`config.mk`:
```
export PLATFORM = sky130hd
export DESIGN_NAME = rfh_frontend_ctrl
export DESIGN_NICKNAME = d
export VERILOG_FILES = /design/src/logic/rfh_pkg.sv /design/src/logic/rfh_frontend_ctrl.sv
export SDC_FILE = /design/constraint.sdc
export NUM_CORES = 1
export LEC_CHECK = 0
export BUFFER_PORTS_ARGS = -buffer_cell sky130_fd_sc_hd__buf_2
export CAP_MARGIN = 20
export CELL_PAD_IN_SITES_DETAIL_PLACEMENT = 1
export CELL_PAD_IN_SITES_GLOBAL_PLACEMENT = 2
export CORE_MARGIN = 2
export CORE_UTILIZATION = 35
export CTS_CLUSTER_DIAMETER = 200
export DETAILED_ROUTE_END_ITERATION = 10
export PLACE_DENSITY = 0.87
export SLEW_MARGIN = 20
export SYNTH_ARGS = -nofsm -noshare
export SYNTH_HDL_FRONTEND = slang
export SYNTH_SLANG_ARGS = --single-unit
export TNS_END_PERCENT = 100
```
`constraint.sdc`:
```
create_clock -name I_SYS_CLK -period 4.7 [get_ports I_SYS_CLK]
set_input_delay 0.235 -clock I_SYS_CLK [delete_from_list [all_inputs] [get_ports I_SYS_CLK]]
set_output_delay 0.235 -clock I_SYS_CLK [all_outputs]
set_load 0.005 [all_outputs]
```
`src/logic/rfh_pkg.sv`:
```
// Overview of operation
// - With tx follow set, the tx amp enable pin is active while the internal PA is on, registered one clock behind it.
// - With rx follow set, the rx amp enable pin is active while the internal LNA is on, registered one clock behind it.
// - In follow mode each polarity bit sets the active level of its enable pin.
// - With a follow bit clear, its enable pin is driven statically to its polarity bit.
// - The lock pin is low when the lock source field is 0000 and high when it is 0001.
// - Two channel frequency sets exist and the idle set stays writable while the other is used.
// - Bit 6 of the main control register picks the frequency set, and writing it changes channel.
// - The pump, oscillator array and oscillator current calibration results are readable.
// - Test registers hold override values at the result positions, enabled by their bits 5 and 6.
// - The measured carrier frequency offset is readable in a status register.
// - A programmed reset returns every configuration register, test registers too, to default.
package rfh_pkg;

	localparam int ADDR_W = 12;
	localparam int IDX_W  = 8;

	// Register indices; the byte address is four times the index
	localparam logic [7:0] IDX_MAIN      = 8'h00;
	localparam logic [7:0] IDX_INTERFACE = 8'h01;
	localparam logic [7:0] IDX_SOFT_RST  = 8'h02;
	localparam logic [7:0] IDX_FREQ0_HI  = 8'h04;
	localparam logic [7:0] IDX_FREQ0_MID = 8'h05;
	localparam logic [7:0] IDX_FREQ0_LO  = 8'h06;
	localparam logic [7:0] IDX_FREQ1_HI  = 8'h08;
	localparam logic [7:0] IDX_FREQ1_MID = 8'h09;
	localparam logic [7:0] IDX_FREQ1_LO  = 8'h0a;
	localparam logic [7:0] IDX_LOCK      = 8'h15;
	localparam logic [7:0] IDX_PUMP_OVERRIDE_VALUE     = 8'h21;
	localparam logic [7:0] IDX_ARRAY_OVERRIDE_CTRL     = 8'h22;
	localparam logic [7:0] IDX_CAL_CURRENT_OVERRIDE_CTRL     = 8'h23;
	localparam logic [7:0] IDX_OFFSET    = 8'h43;
	localparam logic [7:0] IDX_HOP_CAL_READBACK_PUMP   = 8'h45;
	localparam logic [7:0] IDX_HOP_CAL_READBACK_ARRAY   = 8'h46;
	localparam logic [7:0] IDX_HOP_CAL_READBACK_CURRENT   = 8'h47;

	// Field positions
	localparam int MAIN_CHAN_BIT   = 6;
	localparam int IF_TX_FOLLOW    = 0;
	localparam int IF_RX_FOLLOW    = 1;
	localparam int IF_TX_POL       = 2;
	localparam int IF_RX_POL       = 3;
	localparam int SOFT_RST_BIT    = 0;
	localparam int T2_ARRAY_OVR_EN = 5;
	localparam int T2_PUMP_OVR_EN  = 6;
	localparam int T3_CUR_OVR_EN   = 6;

	localparam logic [3:0] LOCK_SEL_LOW  = 4'h0;
	localparam logic [3:0] LOCK_SEL_HIGH = 4'h1;

	// Reset values
	localparam logic [7:0] RST_MAIN      = 8'h00;
	localparam logic [7:0] RST_INTERFACE = 8'h00;
	localparam logic [7:0] RST_FREQ      = 8'h00;
	localparam logic [7:0] RST_LOCK      = 8'h00;
	localparam logic [7:0] RST_TEST      = 8'h00;

	localparam logic [1:0] RESP_OKAY   = 2'h0;
	localparam logic [1:0] RESP_SLVERR = 2'h2;

endpackage : rfh_pkg

```
`src/logic/rfh_frontend_ctrl.sv`:
```
module rfh_frontend_ctrl (
	input  wire logic                       I_SYS_CLK,
	input  wire logic                       I_RESET,
	input  wire logic [rfh_pkg::ADDR_W-1:0] I_S_AXI_AWADDR,
	input  wire logic                       I_S_AXI_AWVALID,
	output logic                            O_S_AXI_AWREADY,
	input  wire logic [31:0]                I_S_AXI_WDATA,
	input  wire logic [3:0]                 I_S_AXI_WSTRB,
	input  wire logic                       I_S_AXI_WVALID,
	output logic                            O_S_AXI_WREADY,
	output logic [1:0]                      O_S_AXI_BRESP,
	output logic                            O_S_AXI_BVALID,
	input  wire logic                       I_S_AXI_BREADY,
	input  wire logic [rfh_pkg::ADDR_W-1:0] I_S_AXI_ARADDR,
	input  wire logic                       I_S_AXI_ARVALID,
	output logic                            O_S_AXI_ARREADY,
	output logic [31:0]                     O_S_AXI_RDATA,
	output logic [1:0]                      O_S_AXI_RRESP,
	output logic                            O_S_AXI_RVALID,
	input  wire logic                       I_S_AXI_RREADY,
	input  wire logic                       I_PA_POWERED,
	input  wire logic                       I_LNA_POWERED,
	input  wire logic                       I_PLL_LOCKED,
	input  wire logic [3:0]                 I_PUMP_CAL_RESULT,
	input  wire logic [4:0]                 I_OSC_ARRAY_CAL_RESULT,
	input  wire logic [5:0]                 I_OSC_CURRENT_CAL_RESULT,
	input  wire logic [7:0]                 I_FREQ_OFFSET_RESULT,
	output logic                            O_TX_AMP_ENABLE_OUT,
	output logic                            O_RX_AMP_ENABLE_OUT,
	output logic                            O_LOCK_PIN,
	output logic                            O_CHANNEL_SEL,
	output logic [23:0]                     O_SYNTH_FREQ,
	output logic [3:0]                      O_PUMP_SETTING,
	output logic [4:0]                      O_OSC_ARRAY_SETTING,
	output logic [5:0]                      O_OSC_CURRENT_SETTING
);

	typedef struct packed {
		logic                        aw_got;
		logic [rfh_pkg::IDX_W-1:0]   aw_idx;
		logic                        w_got;
		logic [7:0]                  w_data;
		logic                        w_lane0;
		logic                        bvalid;
		logic [1:0]                  bresp;
		logic                        rvalid;
		logic [1:0]                  rresp;
		logic [7:0]                  rdata;
		logic [7:0]                  main_ctrl;
		logic [7:0]                  iface;
		logic [2:0][7:0]             freq0;
		logic [2:0][7:0]             freq1;
		logic [7:0]                  lock_pin_source_ctrl;
		logic [7:0]                  pump_override_value;
		logic [7:0]                  array_override_ctrl;
		logic [7:0]                  cal_current_override_ctrl;
		logic                        tx_en;
		logic                        rx_en;
		logic                        lock_pin;
		logic                        chan_sel;
		logic [23:0]                 synth_freq;
		logic [3:0]                  pump_set;
		logic [4:0]                  array_set;
		logic [5:0]                  cur_set;
	} rfh_state_s;

	rfh_state_s st_reg;
	rfh_state_s st_next;

	logic                      do_write;
	logic                      wr_ok;
	logic                      rd_ok;
	logic [7:0]                rd_val;
	logic [rfh_pkg::IDX_W-1:0] ar_idx;
	logic                      tx_follow;
	logic                      rx_follow;
	logic                      tx_pol;
	logic                      rx_pol;
	logic [3:0]                lock_sel;

	assign ar_idx = I_S_AXI_ARADDR[rfh_pkg::IDX_W+1:2];

	// Handshake outputs are combinational from registered state
	assign O_S_AXI_AWREADY = !st_reg.aw_got && !st_reg.bvalid;
	assign O_S_AXI_WREADY  = !st_reg.w_got && !st_reg.bvalid;
	assign O_S_AXI_ARREADY = !st_reg.rvalid;
	assign O_S_AXI_BVALID  = st_reg.bvalid;
	assign O_S_AXI_BRESP   = st_reg.bresp;
	assign O_S_AXI_RVALID  = st_reg.rvalid;
	assign O_S_AXI_RRESP   = st_reg.rresp;
	assign O_S_AXI_RDATA   = {24'h000000, st_reg.rdata};

	assign O_TX_AMP_ENABLE_OUT   = st_reg.tx_en;
	assign O_RX_AMP_ENABLE_OUT   = st_reg.rx_en;
	assign O_LOCK_PIN            = st_reg.lock_pin;
	assign O_CHANNEL_SEL         = st_reg.chan_sel;
	assign O_SYNTH_FREQ          = st_reg.synth_freq;
	assign O_PUMP_SETTING        = st_reg.pump_set;
	assign O_OSC_ARRAY_SETTING   = st_reg.array_set;
	assign O_OSC_CURRENT_SETTING = st_reg.cur_set;

	assign do_write = st_reg.aw_got && st_reg.w_got && !st_reg.bvalid;

	// Decode of the write target
	always_comb begin
		case (st_reg.aw_idx)
			rfh_pkg::IDX_MAIN,
			rfh_pkg::IDX_INTERFACE,
			rfh_pkg::IDX_SOFT_RST,
			rfh_pkg::IDX_FREQ0_HI,
			rfh_pkg::IDX_FREQ0_MID,
			rfh_pkg::IDX_FREQ0_LO,
			rfh_pkg::IDX_FREQ1_HI,
			rfh_pkg::IDX_FREQ1_MID,
			rfh_pkg::IDX_FREQ1_LO,
			rfh_pkg::IDX_LOCK,
			rfh_pkg::IDX_PUMP_OVERRIDE_VALUE,
			rfh_pkg::IDX_ARRAY_OVERRIDE_CTRL,
			rfh_pkg::IDX_CAL_CURRENT_OVERRIDE_CTRL: wr_ok = 1'b1;
			default: wr_ok = 1'b0;
		endcase
	end

	// Read mux; status results come straight from the calibration logic
	always_comb begin
		rd_ok  = 1'b1;
		rd_val = 8'h00;
		case (ar_idx)
			rfh_pkg::IDX_MAIN: rd_val = st_reg.main_ctrl;
			rfh_pkg::IDX_INTERFACE: rd_val = st_reg.iface;
			rfh_pkg::IDX_SOFT_RST: rd_val = 8'h00;
			rfh_pkg::IDX_FREQ0_HI: rd_val = st_reg.freq0[2];
			rfh_pkg::IDX_FREQ0_MID: rd_val = st_reg.freq0[1];
			rfh_pkg::IDX_FREQ0_LO: rd_val = st_reg.freq0[0];
			rfh_pkg::IDX_FREQ1_HI: rd_val = st_reg.freq1[2];
			rfh_pkg::IDX_FREQ1_MID: rd_val = st_reg.freq1[1];
			rfh_pkg::IDX_FREQ1_LO: rd_val = st_reg.freq1[0];
			rfh_pkg::IDX_LOCK: rd_val = st_reg.lock_pin_source_ctrl;
			rfh_pkg::IDX_PUMP_OVERRIDE_VALUE: rd_val = st_reg.pump_override_value;
			rfh_pkg::IDX_ARRAY_OVERRIDE_CTRL: rd_val = st_reg.array_override_ctrl;
			rfh_pkg::IDX_CAL_CURRENT_OVERRIDE_CTRL: rd_val = st_reg.cal_current_override_ctrl;
			rfh_pkg::IDX_OFFSET: rd_val = I_FREQ_OFFSET_RESULT;
			rfh_pkg::IDX_HOP_CAL_READBACK_PUMP: rd_val = {4'h0, I_PUMP_CAL_RESULT};
			rfh_pkg::IDX_HOP_CAL_READBACK_ARRAY: rd_val = {3'h0, I_OSC_ARRAY_CAL_RESULT};
			rfh_pkg::IDX_HOP_CAL_READBACK_CURRENT: rd_val = {2'h0, I_OSC_CURRENT_CAL_RESULT};
			default: rd_ok = 1'b0;
		endcase
	end

	always_comb begin
		st_next = st_reg;

		// Write address and data are taken in either order
		if (I_S_AXI_AWVALID && O_S_AXI_AWREADY) begin
			st_next.aw_got = 1'b1;
			st_next.aw_idx = I_S_AXI_AWADDR[rfh_pkg::IDX_W+1:2];
		end
		if (I_S_AXI_WVALID && O_S_AXI_WREADY) begin
			st_next.w_got   = 1'b1;
			st_next.w_data  = I_S_AXI_WDATA[7:0];
			st_next.w_lane0 = I_S_AXI_WSTRB[0];
		end
		if (st_reg.bvalid && I_S_AXI_BREADY) begin
			st_next.bvalid = 1'b0;
		end

		if (do_write) begin
			st_next.aw_got = 1'b0;
			st_next.w_got  = 1'b0;
			st_next.bvalid = 1'b1;
			st_next.bresp  = wr_ok ? rfh_pkg::RESP_OKAY : rfh_pkg::RESP_SLVERR;
			// Only byte lane 0 holds register bits
			if (st_reg.w_lane0) begin
				case (st_reg.aw_idx)
					rfh_pkg::IDX_MAIN: st_next.main_ctrl = st_reg.w_data;
					rfh_pkg::IDX_INTERFACE: st_next.iface = st_reg.w_data;
					// The idle set may be rewritten at any time for the next hop
					rfh_pkg::IDX_FREQ0_HI: st_next.freq0[2] = st_reg.w_data;
					rfh_pkg::IDX_FREQ0_MID: st_next.freq0[1] = st_reg.w_data;
					rfh_pkg::IDX_FREQ0_LO: st_next.freq0[0] = st_reg.w_data;
					rfh_pkg::IDX_FREQ1_HI: st_next.freq1[2] = st_reg.w_data;
					rfh_pkg::IDX_FREQ1_MID: st_next.freq1[1] = st_reg.w_data;
					rfh_pkg::IDX_FREQ1_LO: st_next.freq1[0] = st_reg.w_data;
					rfh_pkg::IDX_LOCK: st_next.lock_pin_source_ctrl = st_reg.w_data;
					rfh_pkg::IDX_PUMP_OVERRIDE_VALUE: st_next.pump_override_value = st_reg.w_data;
					rfh_pkg::IDX_ARRAY_OVERRIDE_CTRL: st_next.array_override_ctrl = st_reg.w_data;
					rfh_pkg::IDX_CAL_CURRENT_OVERRIDE_CTRL: st_next.cal_current_override_ctrl = st_reg.w_data;
					rfh_pkg::IDX_SOFT_RST: begin
						if (st_reg.w_data[rfh_pkg::SOFT_RST_BIT]) begin
							st_next.main_ctrl                 = rfh_pkg::RST_MAIN;
							st_next.iface                     = rfh_pkg::RST_INTERFACE;
							st_next.freq0                     = {3{rfh_pkg::RST_FREQ}};
							st_next.freq1                     = {3{rfh_pkg::RST_FREQ}};
							st_next.lock_pin_source_ctrl      = rfh_pkg::RST_LOCK;
							st_next.pump_override_value       = rfh_pkg::RST_TEST;
							st_next.array_override_ctrl       = rfh_pkg::RST_TEST;
							st_next.cal_current_override_ctrl = rfh_pkg::RST_TEST;
						end
					end
					default: begin
					end
				endcase
			end
		end

		if (st_reg.rvalid && I_S_AXI_RREADY) begin
			st_next.rvalid = 1'b0;
		end
		if (I_S_AXI_ARVALID && O_S_AXI_ARREADY) begin
			st_next.rvalid = 1'b1;
			st_next.rdata  = rd_val;
			st_next.rresp  = rd_ok ? rfh_pkg::RESP_OKAY : rfh_pkg::RESP_SLVERR;
		end

		// Pins follow registered config, so a write shows one clock later with no glitch
		if (tx_follow) begin
			st_next.tx_en = I_PA_POWERED ? tx_pol : !tx_pol;
		end else begin
			st_next.tx_en = tx_pol;
		end
		if (rx_follow) begin
			st_next.rx_en = I_LNA_POWERED ? rx_pol : !rx_pol;
		end else begin
			st_next.rx_en = rx_pol;
		end

		case (lock_sel)
			rfh_pkg::LOCK_SEL_LOW: st_next.lock_pin = 1'b0;
			rfh_pkg::LOCK_SEL_HIGH: st_next.lock_pin = 1'b1;
			default: st_next.lock_pin = I_PLL_LOCKED;
		endcase

		// Channel change takes effect one clock after the select bit is stored
		st_next.chan_sel   = st_reg.main_ctrl[rfh_pkg::MAIN_CHAN_BIT];
		st_next.synth_freq = st_reg.main_ctrl[rfh_pkg::MAIN_CHAN_BIT] ?
			st_reg.freq1 : st_reg.freq0;

		// Overrides replace the calibrated values only while enabled
		st_next.pump_set = st_reg.array_override_ctrl[rfh_pkg::T2_PUMP_OVR_EN] ?
			st_reg.pump_override_value[3:0] : I_PUMP_CAL_RESULT;
		st_next.array_set = st_reg.array_override_ctrl[rfh_pkg::T2_ARRAY_OVR_EN] ?
			st_reg.array_override_ctrl[4:0] : I_OSC_ARRAY_CAL_RESULT;
		st_next.cur_set = st_reg.cal_current_override_ctrl[rfh_pkg::T3_CUR_OVR_EN] ?
			st_reg.cal_current_override_ctrl[5:0] : I_OSC_CURRENT_CAL_RESULT;
	end

	assign tx_follow = st_reg.iface[rfh_pkg::IF_TX_FOLLOW];
	assign rx_follow = st_reg.iface[rfh_pkg::IF_RX_FOLLOW];
	assign tx_pol    = st_reg.iface[rfh_pkg::IF_TX_POL];
	assign rx_pol    = st_reg.iface[rfh_pkg::IF_RX_POL];
	assign lock_sel  = st_reg.lock_pin_source_ctrl[3:0];

	always_ff @(posedge I_SYS_CLK) begin
		if (I_RESET) begin
			st_reg                           <= '0;
			st_reg.bresp                     <= rfh_pkg::RESP_OKAY;
			st_reg.rresp                     <= rfh_pkg::RESP_OKAY;
			st_reg.main_ctrl                 <= rfh_pkg::RST_MAIN;
			st_reg.iface                     <= rfh_pkg::RST_INTERFACE;
			st_reg.freq0                     <= {3{rfh_pkg::RST_FREQ}};
			st_reg.freq1                     <= {3{rfh_pkg::RST_FREQ}};
			st_reg.lock_pin_source_ctrl      <= rfh_pkg::RST_LOCK;
			st_reg.pump_override_value       <= rfh_pkg::RST_TEST;
			st_reg.array_override_ctrl       <= rfh_pkg::RST_TEST;
			st_reg.cal_current_override_ctrl <= rfh_pkg::RST_TEST;
		end else begin
			st_reg <= st_next;
		end
	end

endmodule // rfh_frontend_ctrl

```
==> results of run 1 <==
[through the flow]
step / worst slack, ns / instances / utilization
floorplan: 2.583 / 968 / -
global placement: 1.902 / 1266 / 0.3682
detailed placement: 1.885 / 1266 / 0.3682
CTS: 2.129 / 1299 / 0.3934
global route: 1.983 / 1299 / 0.3934
finish: 2.110 / 1299 / 0.3934
[synth_stat cells, types with 7 or more instances]
| master | n |
|---|---|
| buf_4 | 75 |
| a21oi_1 | 28 |
| and2_1 | 9 |
| nand2b_1 | 7 |
| nor4_1 | 12 |
| nor2b_1 | 12 |
| a22o_1 | 7 |
| nor2_1 | 184 |
| buf_1 | 12 |
| mux2i_1 | 165 |
| o21ai_0 | 12 |
| nand3_1 | 20 |
| nand2_1 | 55 |
| dfxtp_1 | 171 |
| nor3_1 | 15 |
| clkbuf_1 | 48 |
| a22oi_1 | 9 |
| nand3b_1 | 9 |
[report_power, final]
group          switching [mW]  internal [mW]  leakage [nW]
clock network           0.651          0.771         0.279
registers              0.0215           1.47          1.39
logic                   0.169         0.0806          2.41
[logic make-up (layout without fill, tap and decap cells)]
| family | Yosys count | count (layout) |
|---|---|---|
| AO/OA/AOI/OAI | 96 | 96 |
| XOR/XNOR | 5 | 5 |
| buffers and inverters | 144 | 156 |
| flip-flops | 171 | 171 |
| multiplexers | 170 | 170 |
| other | 1 | 26 |
| AND/OR/NAND/NOR | 356 | 356 |
[final timing paths]
check / from / cells past startpoint / to / slack [ns]
max reg2reg: st_reg[164] / 4 / st_reg[54] / 2.11
max: st_reg[164] / 4 / st_reg[54] / 2.11
min: I_S_AXI_WSTRB[0] / 3 / st_reg[153] / 0.03
min reg2reg: flip-flop / 1 / O_S_AXI_BRESP[1] / 0.42
[worst register-to-register path: cells and delay by family, from the launching register on]
kind,cells,cell delay [ns]
flops,1,0.60
mux,1,0.27
simple gates,3,1.60
[layer usage]
layer  global-route usage  part of all wire  up-vias
met5                    0                 0        -
met2               0.3238              0.44      226
li1                     -                 -     3198
met3              0.04192             0.057       33
met1               0.2943              0.48     3298
met4              0.06650             0.021        0
[cell type report]
class                      count  area, um2
tap                          319      399.1
multi-input combinational    653       4189
clock inverter                13      130.1
clock buffer                  19      452.9
timing repair buffer         122      633.1
inverter                       2      7.507
sequential                   171       3423
fill                        2763      14240
==> results_dict.tcl, run 1 <==
set metrics [dict create \
    status "complete, no violations" \
    arrival_ns 2.90 \
    synth-edff-count 0 \
    muxShareOfSynthArea 0.2059 \
    cpPeakStageDelay_ns 0.87 \
    synthArstFlopShare 0 \
    diodes 0 \
    synth_xor_area_frac 0.005244 \
    gp_routability_congestion 0.8648 \
    syn_avg_cell_area_um2 8.855 \
    dpl.hpwl_um 18270 \
    nNetsFinal 1060 \
    wl_per_cell_um 19.76 \
    synthTopCellsByArea "dfxtp_1, mux2i_1, nor2_1, buf_4, nand2_1" \
    synth_top_area_share 0.4099 \
    cts_made_buffers 17 \
    p_per_area_nw_per_um2 342.8 \
    post_cts_resized 0 \
    cts_root_buf "clkbuf_16" \
    ys_seq_area_frac 0.4099 \
    final_common_cell "nor2_1" \
    ir_drop_v 0.0002092 \
    core_um2 23470 \
    finalHoldViolations 0 \
    min_path_type "input port to flip-flop" \
    clk_latency_ns 0.44 \
    synth_top_area_cell "dfxtp_1" \
    critPathLaunchType "flip-flop" \
    crit_family "simple AND/OR/NAND/NOR gates" \
    num_vias 6755 \
    cts_hold_buffers 1 \
    clock_sinks 171 \
    ys_ff_latch 171 \
    most-common-layout-cells "nor2_1, dfxtp_1, mux2i_1" \
    period_needed_ns 2.590 \
    cp_max_fo 12 \
    cts_tree "yes" \
    dpl_cell_area_um2 8642 \
    grt_usage 0.2098 \
    path_clk_slew_ns 0.07 \
    layout_worst_path_cycle_share 0.5510 \
    antenna_found_initial 0 \
    die_x_um 158.5 \
    num_rows 56 \
    maxSlewHeadroom 0.3939 \
    setup_viol 0 \
    totalPowerFinal_mw 3.165 \
    vias_per_cell 5.200 \
    maxCapViolCount 0 \
    crit_type "flip-flop to flip-flop" \
    largest_register_ffs 108 \
    yosys.area_share.simple 0.1999 \
    holdWs_ns 0.03028 \
    grt_max_degree 75 \
    tns_ns 0 \
    port_buffers 115 \
    drv_slew 0 \
    h-tree-depth 4 \
    design.portCount 177 \
    start_util 0.3558 \
    clock_path_buffers 2 \
    leakage_nw 4.072 \
    worst_pin_slew_ns 0.9052 \
    fin_worst_skew_ns 0.01333 \
    synth_top_family_by_area "multiplexers" \
    dieArea_um2 25110 \
    detail-route-antenna-nets 0 \
    grt_pass1_wl_um 39330 \
    die_h_um 158.5 \
    worst-endpoint-required_ns 5.01 \
    synth_compound_area_frac 0.07836 \
    synthCells 943 \
    drt_pass1_iterations 5 \
    synthAdderAreaFrac 0 \
    syn_area_um2 8351 \
    grt_pass1_vias 6773 \
    fmaxAchievable_mhz 386.1 \
    yosys_warnings 0 \
    cp-end-kind "flip-flop" \
    grt-ovfl-total 0 \
    final_area_um2 9235 \
    drtIter0Drc 423 \
    yosys_most_used_dff "dfxtp_1" \
    drcViolationCount 0 \
    final_layout_size_suffix_gt1_frac 0.1816 \
    rsz0062_at_grt "no" \
    cp.buffers_inverters 0 \
    cp_slowest_cell "or4_1" \
    yosysUniqueCellTypes 64 \
    area_delta_synth_final_pct 10.59 \
    postCtsSetupBuffers 0 \
    crit_chain "or4b_2, or4_1, mux2i_1, nor2_1" \
    wl_um 25670 \
]
(Power assumes the default switching activity.)
==> inputs of run 2 (changes only) <==
--- a/config.mk
+++ b/config.mk
@@ -5,15 +5,16 @@
 export SDC_FILE = /design/constraint.sdc
 export NUM_CORES = 1
 export LEC_CHECK = 0
+export ABC_AREA = 1
 export BUFFER_PORTS_ARGS = -buffer_cell sky130_fd_sc_hd__buf_2
 export CAP_MARGIN = 20
 export CELL_PAD_IN_SITES_DETAIL_PLACEMENT = 1
 export CELL_PAD_IN_SITES_GLOBAL_PLACEMENT = 2
 export CORE_MARGIN = 2
-export CORE_UTILIZATION = 35
+export CORE_UTILIZATION = 30
 export CTS_CLUSTER_DIAMETER = 200
 export DETAILED_ROUTE_END_ITERATION = 10
-export PLACE_DENSITY = 0.87
+export PLACE_DENSITY = 0.82
 export SLEW_MARGIN = 20
 export SYNTH_ARGS = -nofsm -noshare
 export SYNTH_HDL_FRONTEND = slang
==> constraint.sdc (replaced) <==
create_clock -name I_SYS_CLK -period 2.57 [get_ports I_SYS_CLK]
set_input_delay 0.1285 -clock I_SYS_CLK [delete_from_list [all_inputs] [get_ports I_SYS_CLK]]
set_output_delay 0.1285 -clock I_SYS_CLK [all_outputs]
set_load 0.005 [all_outputs]
==> results_dict.tcl, run 2 <==
set metrics [dict create \
    cp-end-kind "flip-flop" \
    synth_most_common_cell "nand2_1" \
    reg2reg_slack_ns 0.50 \
    largest_register_ffs 108 \
    area_delta_synth_final_pct 16.51 \
    dieArea_um2 27800 \
    crit_type "flip-flop to flip-flop" \
    cts_root_buf "clkbuf_16" \
    status "complete, no violations" \
    num_rows 59 \
    vias_per_cell 4.832 \
    final_common_cell "nand2_1" \
    cp_max_fo 16 \
    ys_seq_area_frac 0.4309 \
    crit_path_start "st_reg[162]" \
    port_buffers 115 \
    place_ws_ns 0.5023 \
    use_met1 0.2441 \
    use_met2 0.3268 \
    busiest_layer "met2" \
    drv_slew 0 \
    synthArstFlopShare 0 \
    detail-route-antenna-nets 0 \
    synth_top_area_share 0.4309 \
    design.portCount 177 \
    most-common-layout-cells "nand2_1, dfxtp_1, nor2_1" \
    clock_sinks 171 \
    worst_pin_slew_ns 0.7131 \
    hold_depth 3 \
    yosys-top-cells-count "nand2_1, dfxtp_1, nor2_1" \
    wl_per_cell_um 17.37 \
    synth-edff-count 0 \
    gp_routability_congestion 0.8219 \
    grt_pass1_wl_um 41610 \
    clk_latency_ns 0.44 \
    final_util 0.3552 \
    yosysUniqueCellTypes 32 \
    maxCapViolCount 0 \
    grt_pass1_vias 7649 \
    yosys_most_used_dff "dfxtp_1" \
    drcViolationCount 0 \
    antenna_found_initial 0 \
    critPathLaunchType "flip-flop" \
    rr_startpoint "st_reg[162]" \
    worst-endpoint-required_ns 2.94 \
    cts_tree "yes" \
    diodes 0 \
    arrival_ns 2.43 \
    synthCells 1119 \
    period_needed_ns 2.066 \
    die_x_um 166.7 \
    syn_avg_cell_area_um2 7.099 \
    core_um2 26060 \
    dpl.hpwl_um 19910 \
    cts_hold_buffers 28 \
    fin_worst_skew_ns 0.01101 \
    final_layout_size_suffix_gt1_frac 0.1572 \
    h-tree-depth 4 \
    setup_viol 0 \
    min_path_type "input port to flip-flop" \
    start_util 0.3048 \
    yosys_warnings 0 \
    tns_ns 0 \
    drt_pass1_iterations 5 \
    synthTopCellsByArea "dfxtp_1, o21ai_0, nand2_1, a21oi_1, nor2_1" \
    syn_area_um2 7944 \
    layout_setup_ws_ns 0.5036 \
    rsz0062_at_grt "no" \
    ys_ff_latch 171 \
    postCtsSetupBuffers 0 \
    fill_cells 3307 \
    nNetsFinal 1301 \
    drtIter0Drc 401 \
    r2r_cells 8 \
    finalHoldViolations 0 \
    leakage_nw 4.267 \
    fmaxAchievable_mhz 483.9 \
    reg2reg_to "st_reg[63]" \
    num_vias 7518 \
    cts_made_buffers 17 \
    p_per_area_nw_per_um2 625.4 \
    grt-ovfl-total 0 \
    grt_use_met3 0.03351 \
    clock_path_buffers 2 \
    layout_worst_path_cycle_share 0.8041 \
    maxSlewHeadroom 0.5241 \
    post_cts_resized 0 \
    wl_um 27020 \
    die_h_um 166.7 \
    crit_end "st_reg[63]" \
    synth_top_area_cell "dfxtp_1" \
    ir_drop_v 0.0004604 \
    grt_usage 0.1931 \
    grt_max_degree 129 \
    path_clk_slew_ns 0.07 \
]
run 2: changes by cell type in the layout (fill, tap and decap cells not counted), sizes merged, moves of 12 or more:
| cell | previous run | this run |
|---|---|---|
| mux2i | 165 | 0 |
| nor2 | 185 | 170 |
| inv | 8 | 84 |
| o21ai | 14 | 158 |
| dlygate4sd3 | 1 | 28 |
| a21oi | 28 | 123 |
| buf | 121 | 140 |
| nand2 | 61 | 183 |
| nor2b | 12 | 0 |
| nand3 | 20 | 87 |
| nor4 | 13 | 0 |
run 2: how the worst min path moves through the flow:
stage                                     start                       end  slack [ns]
floorplan                               I_RESET                st_reg[75]        0.21
global placement              I_S_AXI_AWADDR[9]               st_reg[170]        0.38
detailed placement    I_OSC_ARRAY_CAL_RESULT[1]    O_OSC_ARRAY_SETTING[1]        0.39
CTS                 I_OSC_CURRENT_CAL_RESULT[5]  O_OSC_CURRENT_SETTING[5]       0.008
global route                     I_S_AXI_RREADY            O_S_AXI_RVALID        0.03
finish              I_OSC_CURRENT_CAL_RESULT[5]  O_OSC_CURRENT_SETTING[5]        0.01
run 2: logic make-up (layout without fill, tap and decap cells):
logic type             Yosys count  after routing  share of synthesized area
AND/OR/NAND/NOR                451            451                     0.2381
flip-flops                     171            171                     0.4309
AO/OA/AOI/OAI                  293            293                     0.1900
buffers and inverters          203            280                     0.1405
other                            1             26                  0.0004721
run 2: cell type report:
type,instances,area [um2],area share
Multi-Input combinational cell,770,3498,0.3780
Sequential cell,171,3423,0.3699
Timing Repair Buffer,168,1056,0.1141
Clock buffer,20,446.7,0.04826
Tap cell,335,419.2,0.04529
Inverter,80,300.3,0.03245
Clock inverter,12,111.4,0.01203
run 2: power by group:
| group | total (mW) | leakage (nW) | internal, mW | switching [mW] |
|---|---|---|---|---|
| clock network | 2.52 | 0.268 | 1.37 | 1.15 |
| registers | 2.73 | 1.39 | 2.70 | 0.0287 |
| logic | 0.532 | 2.61 | 0.175 | 0.356 |
run 2: per-layer routing:
layer,vias to the layer above,wire [um],share of wire
li1,3748,-,-
met1,3544,12140,0.45
met2,183,12860,0.48
met3,43,1113,0.041
met4,0,915,0.034
met5,-,0,0
run 2: critical path, cell delays in order (launching register included):
cell     delay (ns)
dfxtp_1        0.33
inv_1          0.06
nor3_2         0.25
nand2_1        0.13
inv_1          0.16
o21ai_4        0.14
nor2_2         0.59
o21ai_0        0.19
a21oi_1        0.14
run 2: metrics by stage:
stage	cells	hold slack [ns]	area, um2	power [mW]
finish	1556	0.01188	9255	5.789
global route	1556	0.02906	9255	6.000
CTS	1556	0.007503	9255	5.841
detailed placement	1496	0.3925	8417	3.292
global placement	1496	0.3844	8417	3.282
floorplan	1144	0.2070	8038	3.110
